## config.mk

```make
export PLATFORM = sky130hd
export DESIGN_NAME = vim_status
export DESIGN_NICKNAME = d
export VERILOG_FILES = /design/src/rtl/vim_pkg.sv /design/src/rtl/vim_status.sv
export SDC_FILE = /design/constraint.sdc
export NUM_CORES = 1
export LEC_CHECK = 0
export BUFFER_PORTS_ARGS = -buffer_cell sky130_fd_sc_hd__buf_2
export CORE_MARGIN = 2
export CORE_UTILIZATION = 40
export DETAILED_ROUTE_END_ITERATION = 12
export GPL_TIMING_DRIVEN = 0
export PLACE_DENSITY_LB_ADDON = 0.1
export SKIP_LAST_GASP = 1
export SLEW_MARGIN = 25
export SYNTH_ARGS = -nofsm -noshare
export SYNTH_HDL_FRONTEND = slang
export SYNTH_SLANG_ARGS = --single-unit
export TNS_END_PERCENT = 30
```

## constraint.sdc

```tcl
create_clock -name clock -period 3.8 [get_ports clock]
set_input_delay 0.95 -clock clock [delete_from_list [all_inputs] [get_ports clock]]
set_output_delay 0.95 -clock clock [all_outputs]
set_load 0.01 [all_outputs]
```

## src/rtl/vim_pkg.sv

```systemverilog
// Package with register map, field positions and carrier types of the maintenance status block.
package vim_pkg;
   localparam logic [7:0] OFF_TYPE = 8'h04;
   localparam logic [7:0] OFF_VMCR = 8'h08;
   localparam logic [7:0] OFF_MISR = 8'h10;
   localparam int PMR_LO = 24;
   localparam int BP0_LO = 21;
   localparam int BP1_LO = 18;
   localparam int DROP_BIT = 9;
   localparam int SHARED_BIT = 4;
   localparam int FAST_IRQ_BIT = 3;
   localparam int ACK_BIT = 2;
   localparam int G1_BIT = 1;
   localparam int G0_BIT = 0;
   localparam int TYPE_PRI_LO = 29;
   localparam int TYPE_PRE_LO = 26;
   localparam logic [1:0] STATE_PENDING = 2'h1;
   localparam logic [9:0] ID_G1_HIDDEN = 10'h3fe;
   localparam logic [31:0] VMCR_RW_MASK = 32'hfffc021f;
   localparam logic [31:0] VMCR_RESET = 32'h00000000;
   localparam logic [7:0] MISR_RESET = 8'h00;

   // Hypervisor enable bits feeding the status flags, and the global enable gating the request outputs.
   typedef struct packed {
      logic g1OffIrqOn;
      logic g1OnIrqOn;
      logic g0OffIrqOn;
      logic g0OnIrqOn;
      logic noPendingIrqOn;
      logic missingSlotIrqOn;
      logic sparseIrqOn;
      logic globalOn;
   } vim_hyp_t;

   // Virtual machine write of one alias field.
   typedef struct packed {
      logic pmrWr;
      logic bprWr;
      logic abprWr;
      logic ctlWr;
      logic [31:0] data;
   } vim_vmwr_t;
endpackage : vim_pkg

```

## src/rtl/vim_status.sv

```systemverilog
// Maintenance status flags and virtual machine control view of a virtual CPU interface.
`timescale 1ns/1ps
// What this block does
// - Bit 7 set when group 1 off interrupt enabled and VM group 1 off.
// - Bit 6 set when group 1 on interrupt enabled and VM group 1 on.
// - Bit 5 set when group 0 off interrupt enabled and VM group 0 off.
// - Bit 4 set when group 0 on interrupt enabled and VM group 0 on.
// - Bit 3 set when no-pending enabled and no entry is pending.
// - Bit 2 set when missing-slot enabled and outstanding count nonzero.
// - Bit 1 set when sparse enabled and at most one entry valid.
// - Bit 0 set when any completion status bit is one.
// - Every status flag reads zero out of reset.
// - Only state 01 counts as pending; active-and-pending does not.
// - Mask in bits 31:24; signal only priorities higher than mask.
// - VM writes to its interface fields update the alias fields.
// - Group 0 split point also governs group 1 when shared bit set.
// - Group 1 split point governs group 1 only when shared bit clear.
// - Bit 9 clear: completion drops and deactivates; set: drop only.
// - Bit 4 picks group 1 split source: alias or main register.
// - Bit 3 routes group 0 as IRQ when 0, fast IRQ when 1.
// - With bit 2 clear, group 1 top pending reads return ID 1022.
// - Bits 1 and 0 enable groups 1 and 0 respectively.
// - Read-only type register reports priority bits and entry count.
// - Maintenance output needs a set flag and the global enable.
// - Type bits 4:0 hold entry count minus one.
module vim_status #(
   parameter int NUM_ENTRIES = 4,
   parameter int PRI_BITS = 5,
   parameter int PRE_BITS = 5
) (
   input wire logic clock, // System clock.
   input wire logic rst_n, // Synchronous reset, active low.
   input wire logic regWr, // Register write strobe.
   input wire logic regRd, // Register read strobe.
   input wire logic [7:0] regAddr, // Byte offset.
   input wire logic [31:0] regWdata, // Write data.
   output logic [31:0] regRdata, // Read data, registered.
   input wire vim_pkg::vim_hyp_t hyp, // Hypervisor enables.
   input wire logic [4:0] outstandingCompletionCount, // Outstanding completion count.
   input wire logic [2*NUM_ENTRIES-1:0] entryState, // Per-entry state fields.
   input wire logic [NUM_ENTRIES-1:0] completionStatus, // Completion status bits.
   input wire vim_pkg::vim_vmwr_t vmWr, // VM alias-field write.
   input wire logic [7:0] topPriority, // Priority of top pending interrupt.
   input wire logic topIsG1, // Top pending interrupt is group 1.
   input wire logic [9:0] topId, // ID of top pending interrupt.
   input wire logic topValid, // A top pending interrupt exists.
   output logic maintIrq, // Maintenance interrupt level.
   output logic [7:0] statusFlags, // Live maintenance flags.
   output logic [9:0] vmAckId, // ID seen by VM acknowledge reads.
   output logic vmIrq, // Virtual IRQ request.
   output logic vmFastIrq, // Virtual fast interrupt request.
   output logic [2:0] g1SplitPoint, // Split point used for group 1.
   output logic [2:0] g0SplitPoint, // Split point used for group 0.
   output logic dropDeactivates // Completion write also deactivates.
);
   logic [31:0] vmcr_q;
   logic [31:0] vmcr_d;
   logic [7:0] misr;
   logic [31:0] typeReg;
   logic anyPending;
   logic [$clog2(NUM_ENTRIES+1)-1:0] validCount;
   logic resetSeen_q;

   // Elaboration-time guard: the entry index and the type fields only cover these ranges.
   if (NUM_ENTRIES < 1 || NUM_ENTRIES > 16 || PRI_BITS < 5 || PRI_BITS > 8 ||
       PRE_BITS < 5 || PRE_BITS > PRI_BITS) begin : g_bad_params
      $error("vim_status: unsupported parameters");
   end

   // Tests one entry for the pure pending state.
   function automatic logic is_pending(input logic [1:0] st);
      return st == vim_pkg::STATE_PENDING;
   endfunction : is_pending

   // Entry scan; any nonzero state counts as a valid entry for underflow.
   always_comb begin
      anyPending = 1'b0;
      validCount = '0;
      for (int i = 0; i < NUM_ENTRIES; i++) begin
         if (is_pending(entryState[2*i +: 2])) begin
            anyPending = 1'b1;
         end
         if (entryState[2*i +: 2] != 2'h0) begin
            validCount = validCount + 1'b1;
         end
      end
   end

   // Flags are recomputed from live inputs; they hold no state to lose.
   always_comb begin
      misr = vim_pkg::MISR_RESET;
      if (resetSeen_q) begin
         misr[7] = hyp.g1OffIrqOn & ~vmcr_q[vim_pkg::G1_BIT];
         misr[6] = hyp.g1OnIrqOn & vmcr_q[vim_pkg::G1_BIT];
         misr[5] = hyp.g0OffIrqOn & ~vmcr_q[vim_pkg::G0_BIT];
         misr[4] = hyp.g0OnIrqOn & vmcr_q[vim_pkg::G0_BIT];
         misr[3] = hyp.noPendingIrqOn & ~anyPending;
         misr[2] = hyp.missingSlotIrqOn & (outstandingCompletionCount != 5'h00);
         misr[1] = hyp.sparseIrqOn & (validCount <= 1);
         misr[0] = |completionStatus;
      end
   end

   assign statusFlags = misr;
   assign maintIrq = (|misr) & hyp.globalOn;

   // Resets mark flags invalid until one cycle after release, so they read zero at reset.
   always_ff @(posedge clock) begin
      resetSeen_q <= rst_n;
   end

   // Type register is a constant built from parameters.
   always_comb begin
      typeReg = 32'h00000000;
      typeReg[31:29] = 3'(PRI_BITS - 1);
      typeReg[28:26] = 3'(PRE_BITS - 1);
      typeReg[4:0] = 5'(NUM_ENTRIES - 1);
   end

   // VM alias writes win over hypervisor writes, keeping the VM's latest view.
   always_comb begin
      vmcr_d = vmcr_q;
      if (regWr && regAddr == vim_pkg::OFF_VMCR) begin
         vmcr_d = regWdata & vim_pkg::VMCR_RW_MASK;
      end
      if (vmWr.pmrWr) begin
         vmcr_d[31:24] = vmWr.data[7:0];
      end
      if (vmWr.bprWr) begin
         vmcr_d[23:21] = vmWr.data[2:0];
      end
      if (vmWr.abprWr) begin
         vmcr_d[20:18] = vmWr.data[2:0];
      end
      if (vmWr.ctlWr) begin
         vmcr_d[9] = vmWr.data[9];
         vmcr_d[4:0] = vmWr.data[4:0];
      end
   end

   // Control view register.
   always_ff @(posedge clock) begin
      if (!rst_n) begin
         vmcr_q <= vim_pkg::VMCR_RESET;
      end else begin
         vmcr_q <= vmcr_d;
      end
   end

   // Registered read; unmapped offsets read zero and status writes have no effect.
   always_ff @(posedge clock) begin
      if (!rst_n) begin
         regRdata <= 32'h00000000;
      end else if (regRd) begin
         case (regAddr)
            vim_pkg::OFF_TYPE: regRdata <= typeReg;
            vim_pkg::OFF_VMCR: regRdata <= vmcr_q;
            vim_pkg::OFF_MISR: regRdata <= {24'h000000, misr};
            default: regRdata <= 32'h00000000;
         endcase
      end
   end

   // Split point selection for preemption grouping.
   assign g0SplitPoint = vmcr_q[23:21];
   assign g1SplitPoint = vmcr_q[vim_pkg::SHARED_BIT] ? vmcr_q[23:21] : vmcr_q[20:18];
   assign dropDeactivates = ~vmcr_q[vim_pkg::DROP_BIT];

   // Lower priority value means higher priority, so it must be below the mask.
   logic signalOk;
   assign signalOk = topValid && (topPriority < vmcr_q[31:24]) && hyp.globalOn &&
      (topIsG1 ? vmcr_q[vim_pkg::G1_BIT] : vmcr_q[vim_pkg::G0_BIT]);

   // Output routing, registered.
   always_ff @(posedge clock) begin
      if (!rst_n) begin
         vmIrq <= 1'b0;
         vmFastIrq <= 1'b0;
         vmAckId <= 10'h000;
      end else begin
         vmIrq <= signalOk & (topIsG1 | ~vmcr_q[vim_pkg::FAST_IRQ_BIT]);
         vmFastIrq <= signalOk & ~topIsG1 & vmcr_q[vim_pkg::FAST_IRQ_BIT];
         vmAckId <= (topIsG1 && !vmcr_q[vim_pkg::ACK_BIT]) ? vim_pkg::ID_G1_HIDDEN : topId;
      end
   end
endmodule : vim_status

```

* Word-level counts from Yosys, hierarchy flattened
Index checks and enable logic that the tools add are counted.
** Operators by class
- Add/sub/neg operators :: 3
- Order comparisons :: 2
- Eq/ne operators :: 7
- Muxes and demuxes :: 19
- Bitwise operators :: 19
- Reductions and logical operators :: 18
** Operator list (number)
- 32-bit one-hot mux with 3 select lines :: 1
- 32-bit 2-to-1 mux :: 1
- 3-bit 2-to-1 mux :: 6
- 8-bit 2-to-1 mux :: 2
- 2-bit nonzero test :: 8
- 1-bit AND :: 11
- 10-bit 2-to-1 mux :: 1
- 3-bit by 1-bit adder with 3-bit output (second input constant) :: 3
- 2-bit by 1-bit == test with 1-bit output (second input constant) :: 4
- 8-bit by 3-bit == test with 1-bit output (second input constant) :: 1
- 8-bit by 4-bit == test with 1-bit output (second input constant) :: 1
- 8-bit by 5-bit == test with 1-bit output (second input constant) :: 1
- 8-bit < comparator :: 1
- 8-bit OR reduction :: 1
- 1-bit 2-to-1 mux :: 7
- 1-bit NOT :: 7
- 1-bit logical AND :: 5
- 5-bit 2-to-1 mux :: 1
- 5-bit nonzero test :: 1
- 4-bit OR reduction :: 1
- 3-bit by 1-bit <= comparator with 1-bit output (second input constant) :: 1
- 2-bit OR reduction :: 1
- 1-bit zero test :: 1
- 1-bit OR :: 1
** Storage, ports and cells
- Register bits :: 65
- Input bits :: 125
- Output and inout port bits :: 60

* Depth between registers and ports, before layout
Gate-level depths: netlist (run 1).
- Word-level depth :: 13
- Mapped depth :: 9
- Gate-level depth less buffers :: 9

* Worst setup path before layout (run 1)
No wires, ideal clock.
- Path kind :: input port to output port
- Start point :: in entryState[0]
- End point :: out maintIrq
- Arrival time :: 2.756 ns
- Required time :: 2.850 ns
- Setup slack :: 0.094 ns
- Stages :: 7
- Cell sequence :: or2_2 ha_1 xnor2_1 ha_1 xnor2_1 o31ai_1 o41a_1
** On the way
- Word-level cells in the longest chain between the ends :: 13
- Elaborated cells on any way between the ends :: 20
** Ends and longest elaborated chain
- from (decl) :: RTL line vim_status.sv:40 : input wire logic [2*NUM_ENTRIES-1:0] entryState,
- 2-bit nonzero test (*) :: RTL line vim_status.sv:83 : if (entryState[2*i +: 2] != 2'h0) begin
- 1-bit 2-to-1 mux (*) :: RTL line vim_status.sv:83
- 3-bit by 1-bit adder with 3-bit output :: RTL line vim_status.sv:84 : validCount = validCount + 1'b1;
- 3-bit 2-to-1 mux (*) :: RTL line vim_status.sv:83
- 3-bit by 1-bit adder with 3-bit output :: RTL line vim_status.sv:84
- 3-bit 2-to-1 mux (*) :: RTL line vim_status.sv:83
- 3-bit by 1-bit adder with 3-bit output :: RTL line vim_status.sv:84
- 3-bit 2-to-1 mux (*) :: RTL line vim_status.sv:83
- 3-bit by 1-bit <= comparator with 1-bit output (*) :: RTL line vim_status.sv:99 : misr[1] = hyp.sparseIrqOn & (validCount <= 1);
- 1-bit AND (*) :: RTL line vim_status.sv:99
- 8-bit 2-to-1 mux (*) :: RTL line vim_status.sv:92 : if (resetSeen_q) begin
- net statusFlags[1] :: RTL line vim_status.sv:48 : output logic [7:0] statusFlags,
- 8-bit OR reduction (*) :: RTL line vim_status.sv:105 : assign maintIrq = (|misr) & hyp.globalOn;
- 1-bit AND (*) :: RTL line vim_status.sv:105
- to (decl) :: RTL line vim_status.sv:47 : output logic maintIrq,
Mark *: on every way through the listed nets, which the timed path passes. The rest lies on a longest branch.

* Worst setup path in the final report (run 1)
- Start point :: in entryState[0]
- End point :: out maintIrq
** On the way
- Word-level cells in the longest chain between the ends :: 13
- Elaborated cells on any way between the ends :: 20
** Ends and longest elaborated chain (RTL line)
- 2-bit nonzero test :: vim_status.sv:83
- 1-bit 2-to-1 mux :: vim_status.sv:83
- 3-bit by 1-bit adder with 3-bit output :: vim_status.sv:84
- 3-bit 2-to-1 mux :: vim_status.sv:83
- 3-bit by 1-bit adder with 3-bit output :: vim_status.sv:84
- 3-bit 2-to-1 mux :: vim_status.sv:83
- 3-bit by 1-bit adder with 3-bit output :: vim_status.sv:84
- 3-bit 2-to-1 mux :: vim_status.sv:83
- 3-bit by 1-bit <= comparator with 1-bit output :: vim_status.sv:99
- 1-bit AND :: vim_status.sv:99
- 8-bit 2-to-1 mux (*) :: vim_status.sv:92
- 8-bit OR reduction (*) :: vim_status.sv:105
- 1-bit AND (*) :: vim_status.sv:105
Every way passes the cells marked *; elsewhere a longest branch is shown, timed or not.

==> results of run 1 <==
-- worst min-delay path, stage by stage (launching register included) --
cell      delay [ns]
dfxtp_1         0.32
nand2_1         0.06
a21boi_1        0.05
-- layout make-up --
class | count | area (um^2) | area share
multi-input cells | 224 | 1540 | 0.404
clock buffers | 6 | 82.6 | 0.0216
well taps | 96 | 120 | 0.0314
flip-flops and latches | 56 | 1120 | 0.293
plain buffers | 29 | 173 | 0.0452
repair buffers | 141 | 708 | 0.185
inverters | 16 | 60.1 | 0.0157
clock inverters | 2 | 13.8 | 0.00360
-- cell families after synthesis --
group | Yosys count | share of synthesized area
compound gates | 102 | 0.236
simple gates | 78 | 0.148
flops | 56 | 0.399
buf+inv | 45 | 0.0828
mux | 24 | 0.0868
fa+ha+maj | 9 | 0.0401
xor+xnor | 2 | 0.00623
other cells | 1 | 0.00133
-- state kept, by name, indices dropped and copies added (netlist names) --
signal	flops
resetSeen_q	1
vmAckId	10
vmIrq	1
vmFastIrq	1
regRdata	23
vmcr_q	20
-- worst paths after layout --
path | endpoint | slack (ns)
max | maintIrq | 0.13
min | regRdata[25] | 0.47
max reg2reg | vmFastIrq | 2.09
min reg2reg | regRdata[25] | 0.47
-- metal layers --
metal | track usage | wire [um] | vias up
met5 | 0 | 0 | -
met4 | 0.0657 | 126 | 0
met3 | 0.0424 | 662 | 10
met2 | 0.366 | 3910 | 117
met1 | 0.252 | 3450 | 1268
li1 | - | - | 1421
-- power by group --
part / internal, uW / switching [uW] / total, uW
Combinational: 115 / 118 / 233
Clock: 150 / 201 / 351
Sequential: 611 / 18.5 / 630
-- stage by stage --
stage                     area, um^2  setup WS [ns]
after floorplan                 2840         0.0940
after global placement          3660         -0.136
after detailed placement        3660         -0.193
after CTS                       3790         0.0117
after global routing            3820         0.0864
final                           3820          0.126
-- repair_timing --
action,in CTS,in global routing
resized for setup,5,4
pin swaps,1,4
cloned,0,0
buffers inserted,0,1
setup endpoints to repair,2,1
-- cells in the final DEF (no fill, tap or decap), drive strengths merged, types with 2 or more instances in the layout --
master / Yosys / layout
conb: 1 / 9
nand2: 27 / 27
nor2b: 6 / 6
mux2i: 21 / 21
nand2b: 4 / 4
o211ai: 2 / 2
nor2: 8 / 8
clkinv: 1 / 2
xnor2: 2 / 2
o21ai: 25 / 25
a22o: 6 / 6
nor4: 3 / 3
a21oi: 30 / 30
inv: 15 / 16
clkbuf: 12 / 18
a21boi: 16 / 16
nand3: 17 / 17
o41a: 2 / 2
or2: 2 / 2
o21a: 9 / 9
and3: 3 / 3
o31ai: 2 / 2
nor3: 3 / 3
dfxtp: 56 / 56
buf: 17 / 158
ha: 9 / 9
mux2: 3 / 3
==> out/metrics.csv, run 1 <==
stage;metric;value;unit
outcome;status;complete, no violations;
clock_tree;clk_latency;0.31;ns
clock_tree;clock_sink_count;56;
global_routing;grt_pass1_vias;2637;
critical_path;slowest_stage;o41a_1;
drt;drc;0;
drt;dr.pass1.iters;4;
final_layout;synthToLayoutAreaGrowth;35.9;%
floorplan;dieArea;7710;um^2
clock_tree;cts_tree;built;
final_layout;fillers;672;
logic_synthesis;synth.distinct_cells;48;
floorplan;core.rowCount;30;
timing;finalCriticalPeriod;3.67;ns
logic_synthesis;syn_inst;317;
critical_path;r2r_cells;6;
logic_synthesis;syn_area;2810;um^2
logic_synthesis;synth-edff-count;0;
power_and_ir_drop;p_leak;0.00192;uW
timing;setup_violations;0;
critical_path;critPathRequiredTime;2.85;ns
critical_path;cp-startpoint;entryState[0];
placed_design;dpl.hpwl;6500;um
final_layout;final_util;0.562;
power_and_ir_drop;vdd_drop_max;0.000221;V
timing;max_freq;0.272;GHz
critical_path;cpLargestDelayFamily;adder cells;
timing;final.setup.tns;0;ns
drt;wl_per_cell;14.3;um
timing;rsz0062_at_grt;false;
final_layout;instances_no_fill;570;
critical_path;crit_buf_inv;2;
clock_tree;clockRootBuffer;clkbuf_8;
hold_path;hold_depth;2;
floorplan;die_h;87.8;um
run;maxCapViolations;0;
clock_tree;ctsHoldBuffers;0;
timing;hold_ws;0.466;ns
logic_synthesis;synthFlopType;dfxtp_1;
critical_path;r2r-start;vmcr_q[25];
timing;final_max_slew_viol_count;0;
drt;vias_per_cell;4.94;
critical_path;worst_setup_path_end_kind;output pin;
critical_path;slowest_delay;0.32;ns
critical_path;start_kind;input pin;
logic_synthesis;synth_top_area_frac;0.399;
floorplan;die_w;87.8;um
clock_tree;htreeDepth;2;
drt;ant_nets;0;
logic_synthesis;synthTopCellsByArea;dfxtp_1 (40%), mux2i_1 (7.5%), a21oi_1 (5.3%), o21ai_0 (4.5%), buf_4 (4.0%);
critical_path;cp.arrival;2.72;ns
clock_tree;cts.clk_slew.worst_paths;0.10;ns
logic_synthesis;ys_top_cells_by_count;dfxtp_1 (56), a21oi_1 (30), nand2_1 (27);
clock_tree;numCtsBuffers;5;
timing;slew-limit-headroom;0.624;
drt;drtIter0Drc;113;
global_routing;grt_max_degree;18;
critical_path;crit_path_cell_trace;buf_2 -> or2_4 -> ha_4 -> xnor2_2 -> ha_2 -> xnor2_2 -> o31ai_4 -> o41a_1 -> buf_2;
logic_synthesis;synth_top_area_cell;dfxtp_1;
drt;routed_wl;8140;um
placed_design;dpl.cell_count;561;
timing;finalClockSkew;0.00907;ns
final_layout;final_net_count;607;
hold_path;min_path_type;flop to flop;
final_layout;drive_above_1_share;0.386;
drt;dr_total_vias;2816;
logic_synthesis;yosys_warnings;0;
floorplan;core-area;6790;um^2
power_and_ir_drop;power_density;318;nW/um^2
hold_path;holdCritStartpoint;regRdata[25];
global_routing;overflow;0;
clock_tree;cts_buffer_depth;2;
logic_synthesis;async_flop_share;0;
logic_synthesis;ys_seq_area_frac;0.399;
logic_synthesis;synthMostInstantiatedCell;dfxtp_1;
logic_synthesis;ys_ff_latch;56;
power_and_ir_drop;power.total;1210;uW
floorplan;start_util;0.414;
critical_path;worst-setup-path-type;input pin to output pin;
timing;worstMarginPinSlew;0.565;ns
placed_design;gp_congestion;0.794;
timing;hold_viol_final;0;
logic_synthesis;syn_avg_cell_area;8.87;um^2
floorplan;ios;185;
global_routing;antenna_found_initial;0;
critical_path;path_max_fanout;3;
global_routing;grt_use_total;0.207;
timing;finalCritPeriodShare;0.967;
placed_design;io_buffers;140;
critical_path;cp.depth;9;
final_layout;diodes;0;
global_routing;grt_pass1_wl;12400;um
No activity file was read; power rests on OpenSTA's default activity.
==> run 2: changes to the inputs <==
--- a/config.mk
+++ b/config.mk
@@ -5,6 +5,7 @@
 export SDC_FILE = /design/constraint.sdc
 export NUM_CORES = 1
 export LEC_CHECK = 0
+export ABC_AREA = 1
 export BUFFER_PORTS_ARGS = -buffer_cell sky130_fd_sc_hd__buf_2
 export CORE_MARGIN = 2
 export CORE_UTILIZATION = 40
==> run 2 against run 1 <==
  * Worst hold slack better by 0.0025 ns
  * Global-route usage down 0.19 points
  * Setup slack better by 0.12 ns
  * Via count up 10%
  * Synthesized cell count up 30%
  * Final area down 1.2%
  * Clock-buffer cell count unchanged
  * Fmax up 3.4%
  * Register-to-register slack better by 0.41 ns
  * Sequential power up 1%
  * Power up 0.95%
  * Critical path type unchanged
  * Largest cell class unchanged
==> out/metrics.csv, run 2 <==
stage;metric;value;unit;change
drt;routed_wl;7920;um;was 8140 um
final_layout;multi_input_area;1420;um^2;was 1540 um^2
critical_path;start_kind;input pin;;unchanged
clock_tree;cts_resized;0;;was 5
logic_synthesis;synth_top_area_frac;0.396;;was 0.399
logic_synthesis;synthMostInstantiatedCell;nand2_1;;was dfxtp_1
floorplan;die_w;88.1;um;was 87.8 um
final_layout;final_common_cell;buf_2;;unchanged
global_routing;grt_pass1_wl;12600;um;was 12400 um
placed_design;pre_cts_ws;0.215;ns;was -0.193 ns
final_layout;synthToLayoutAreaGrowth;33.5;%;was 35.9%
clock_tree;numCtsBuffers;5;;unchanged
clock_tree;ctsHoldBuffers;0;;unchanged
final_layout;final_net_count;699;;was 607
drt;dr.pass1.iters;4;;unchanged
drt;drc;0;;unchanged
critical_path;path_max_fanout;2;;was 3
floorplan;dieArea;7760;um^2;was 7710 um^2
clock_tree;clockRootBuffer;clkbuf_8;;unchanged
timing;rsz0062_at_grt;false;;unchanged
final_layout;final_util;0.553;;was 0.562
final_layout;largest_reg_flops;23;;unchanged
logic_synthesis;syn_inst;411;;was 317
placed_design;dpl.hpwl;6310;um;was 6500 um
drt;wl_per_cell;12.0;um;was 14.3 um
logic_synthesis;synth_top_area_cell;dfxtp_1;;unchanged
global_routing;grt_pass1_vias;2887;;was 2637
drt;vias_per_cell;4.68;;was 4.94
floorplan;die_h;88.1;um;was 87.8 um
floorplan;ios;185;;unchanged
timing;hold_viol_final;0;;unchanged
logic_synthesis;syn_avg_cell_area;6.88;um^2;was 8.87 um^2
timing;slew-limit-headroom;0.568;;was 0.624
clock_tree;cts_tree;built;;unchanged
placed_design;io_buffers;139;;was 140
logic_synthesis;async_flop_share;0;;unchanged
clock_tree;cts.clk_slew.worst_paths;0.10;ns;about the same
logic_synthesis;ys_seq_area_frac;0.396;;was 0.399
clock_tree;cts_buffer_depth;2;;unchanged
final_layout;fillers;776;;was 672
placed_design;dpl-instance-area;3670;um^2;was 3660 um^2
global_routing;grt_max_degree;18;;unchanged
logic_synthesis;syn_area;2830;um^2;was 2810 um^2
logic_synthesis;ys_top_cells_by_count;nand2_1 (117), dfxtp_1 (56), inv_1 (43);;was dfxtp_1 (56), a21oi_1 (30), nand2_1 (27)
timing;max_freq;0.282;GHz;was 0.272 GHz
power_and_ir_drop;power_density;324;nW/um^2;was 318 nW/um^2
logic_synthesis;synth-edff-count;0;;unchanged
timing;setup_violations;0;;unchanged
logic_synthesis;synthTopCellsByArea;dfxtp_1 (40%), nand2_1 (16%), inv_1 (5.7%), o21ai_0 (5.7%), a21oi_1 (5.3%);;was dfxtp_1 (40%), mux2i_1 (7.5%), a21oi_1 (5.3%), o21ai_0 (4.5%), buf_4 (4.0%)
final_layout;design_area;3780;um^2;was 3820 um^2
hold_path;min_path_type;flop to flop;;unchanged
critical_path;slowest_stage;ha_1;;was o41a_1
drt;dr_total_vias;3101;;was 2816
final_layout;regArea;1120;um^2;unchanged
logic_synthesis;synth.distinct_cells;30;;was 48
logic_synthesis;ys_ff_latch;56;;unchanged
timing;final_max_slew_viol_count;0;;unchanged
final_layout;layout_common_cells;buf_2 (141), nand2_1 (117), dfxtp_1 (56);;was buf_2 (140), dfxtp_1 (56), a21oi_1 (30)
drt;ant_nets;0;;unchanged
timing;worstMarginPinSlew;0.645;ns;was 0.565 ns
global_routing;grt_use_total;0.205;;was 0.207
final_layout;drive_above_1_share;0.306;;was 0.386
critical_path;slowest_delay;0.31;ns;was 0.32 ns
drt;drtIter0Drc;82;;was 113
timing;finalClockSkew;0.00839;ns;was 0.00907 ns
power_and_ir_drop;p_leak;0.00198;uW;was 0.00192 uW
timing;finalCritPeriodShare;0.935;;was 0.967
timing;finalCriticalPeriod;3.55;ns;was 3.67 ns
power_and_ir_drop;vdd_drop_max;0.000198;V;was 0.000221 V
logic_synthesis;synthFlopType;dfxtp_1;;unchanged
clock_tree;post_cts_buffers;0;;unchanged
floorplan;start_util;0.414;;about the same
timing;final.setup.tns;0;ns;unchanged
critical_path;cp.arrival;2.60;ns;was 2.72 ns
outcome;status;complete, no violations;;unchanged
floorplan;core.rowCount;30;;unchanged
critical_path;crit_path_cell_trace;buf_2 -> nor2_1 -> inv_1 -> ha_1 -> inv_1 -> nand2_1 -> and2_1 -> ha_1 -> a21oi_2 -> nand3_1 -> a31oi_1 -> buf_2;;was buf_2 -> or2_4 -> ha_4 -> xnor2_2 -> ha_2 -> xnor2_2 -> o31ai_4 -> o41a_1 -> buf_2
final_layout;diodes;0;;unchanged
logic_synthesis;yosys_warnings;0;;unchanged
run;maxCapViolations;0;;unchanged
placed_design;gp_congestion;0.855;;was 0.794
critical_path;worst_setup_path_end_kind;output pin;;unchanged
clock_tree;clk_latency;0.31;ns;about the same
critical_path;critPathRequiredTime;2.85;ns;about the same
global_routing;overflow;0;;unchanged
critical_path;worst-setup-path-type;input pin to output pin;;unchanged
timing;fin_ws;0.249;ns;was 0.126 ns
floorplan;core-area;6830;um^2;was 6790 um^2
clock_tree;clock_sink_count;56;;unchanged
final_layout;top_register;regRdata;;unchanged
final_layout;largest_registers;regRdata x23, vmcr_q x20, vmAckId x10;;unchanged
power_and_ir_drop;power.total;1230;uW;was 1210 uW
clock_tree;htreeDepth;2;;unchanged
global_routing;antenna_found_initial;0;;unchanged
run 2: changes by cell type after synthesis, sizes merged, moves of 9 or more:
cell	change
o21a	-9
mux2i	-21
a21boi	-16
inv	+29
o21ai	+13
a31oi	+20
nand2	+94
nor2	+33
run 2: stage by stage:
| step | instances | hold slack [ns] |
|---|---|---|
| detailed placement | 654 | 0.454 |
| global placement | 654 | 0.452 |
| finish | 662 | 0.469 |
| floorplan | 419 | 0.447 |
| global route | 662 | 0.481 |
| CTS | 662 | 0.469 |
run 2: area by class of cell:
cell class / count / area share
Multi-Input combinational cell: 293 / 0.375
Sequential cell: 56 / 0.297
Timing Repair Buffer: 139 / 0.184
Inverter: 45 / 0.0447
Buffer: 25 / 0.0414
Tap cell: 96 / 0.0318
Clock buffer: 6 / 0.0219
Clock inverter: 2 / 0.00398
run 2: worst paths after layout:
| path | from | end | slack, ns | cells past startpoint |
|---|---|---|---|---|
| setup / recovery | entryState[0] | maintIrq | 0.25 | 12 |
| hold / removal | regRdata[4] | regRdata[4] | 0.47 | 2 |
| setup reg to reg | resetSeen_q | regRdata[0] | 2.50 | 6 |
| hold reg to reg | regRdata[4] | regRdata[4] | 0.47 | 2 |
run 2: worst max-delay path, delay by kind of cell:
| kind | cells | cell delay (ns) |
|---|---|---|
| fa+ha+maj | 2 | 0.51 |
| simple gates | 4 | 0.47 |
| buf+inv | 4 | 0.36 |
| compound gates | 2 | 0.32 |
run 2: power breakdown:
group | internal, uW | total, uW | switching, uW
clock network | 148 | 343 | 195
registers | 617 | 637 | 19.9
logic | 109 | 245 | 136
run 2: cells by family (layout without fill, tap and decap cells):
logic type,after synthesis,in the layout,share of synthesized area
AND/OR/NAND/NOR,183,183,0.272
AO/OA/AOI/OAI,91,91,0.172
buffers and inverters,70,217,0.115
flip-flops,56,56,0.396
adder cells (fa/ha/maj),9,9,0.0398
other,1,9,0.00133
XOR/XNOR,1,1,0.00310
run 2: per-layer routing:
layer / global-route usage / share of wire / vias to the layer above
met2: 0.365 / 0.47 / 114
li1: - / - / 1612
met1: 0.261 / 0.45 / 1366
met4: 0.0413 / 0.0080 / 0
met3: 0.0368 / 0.072 / 9
met5: 0 / 0 / -
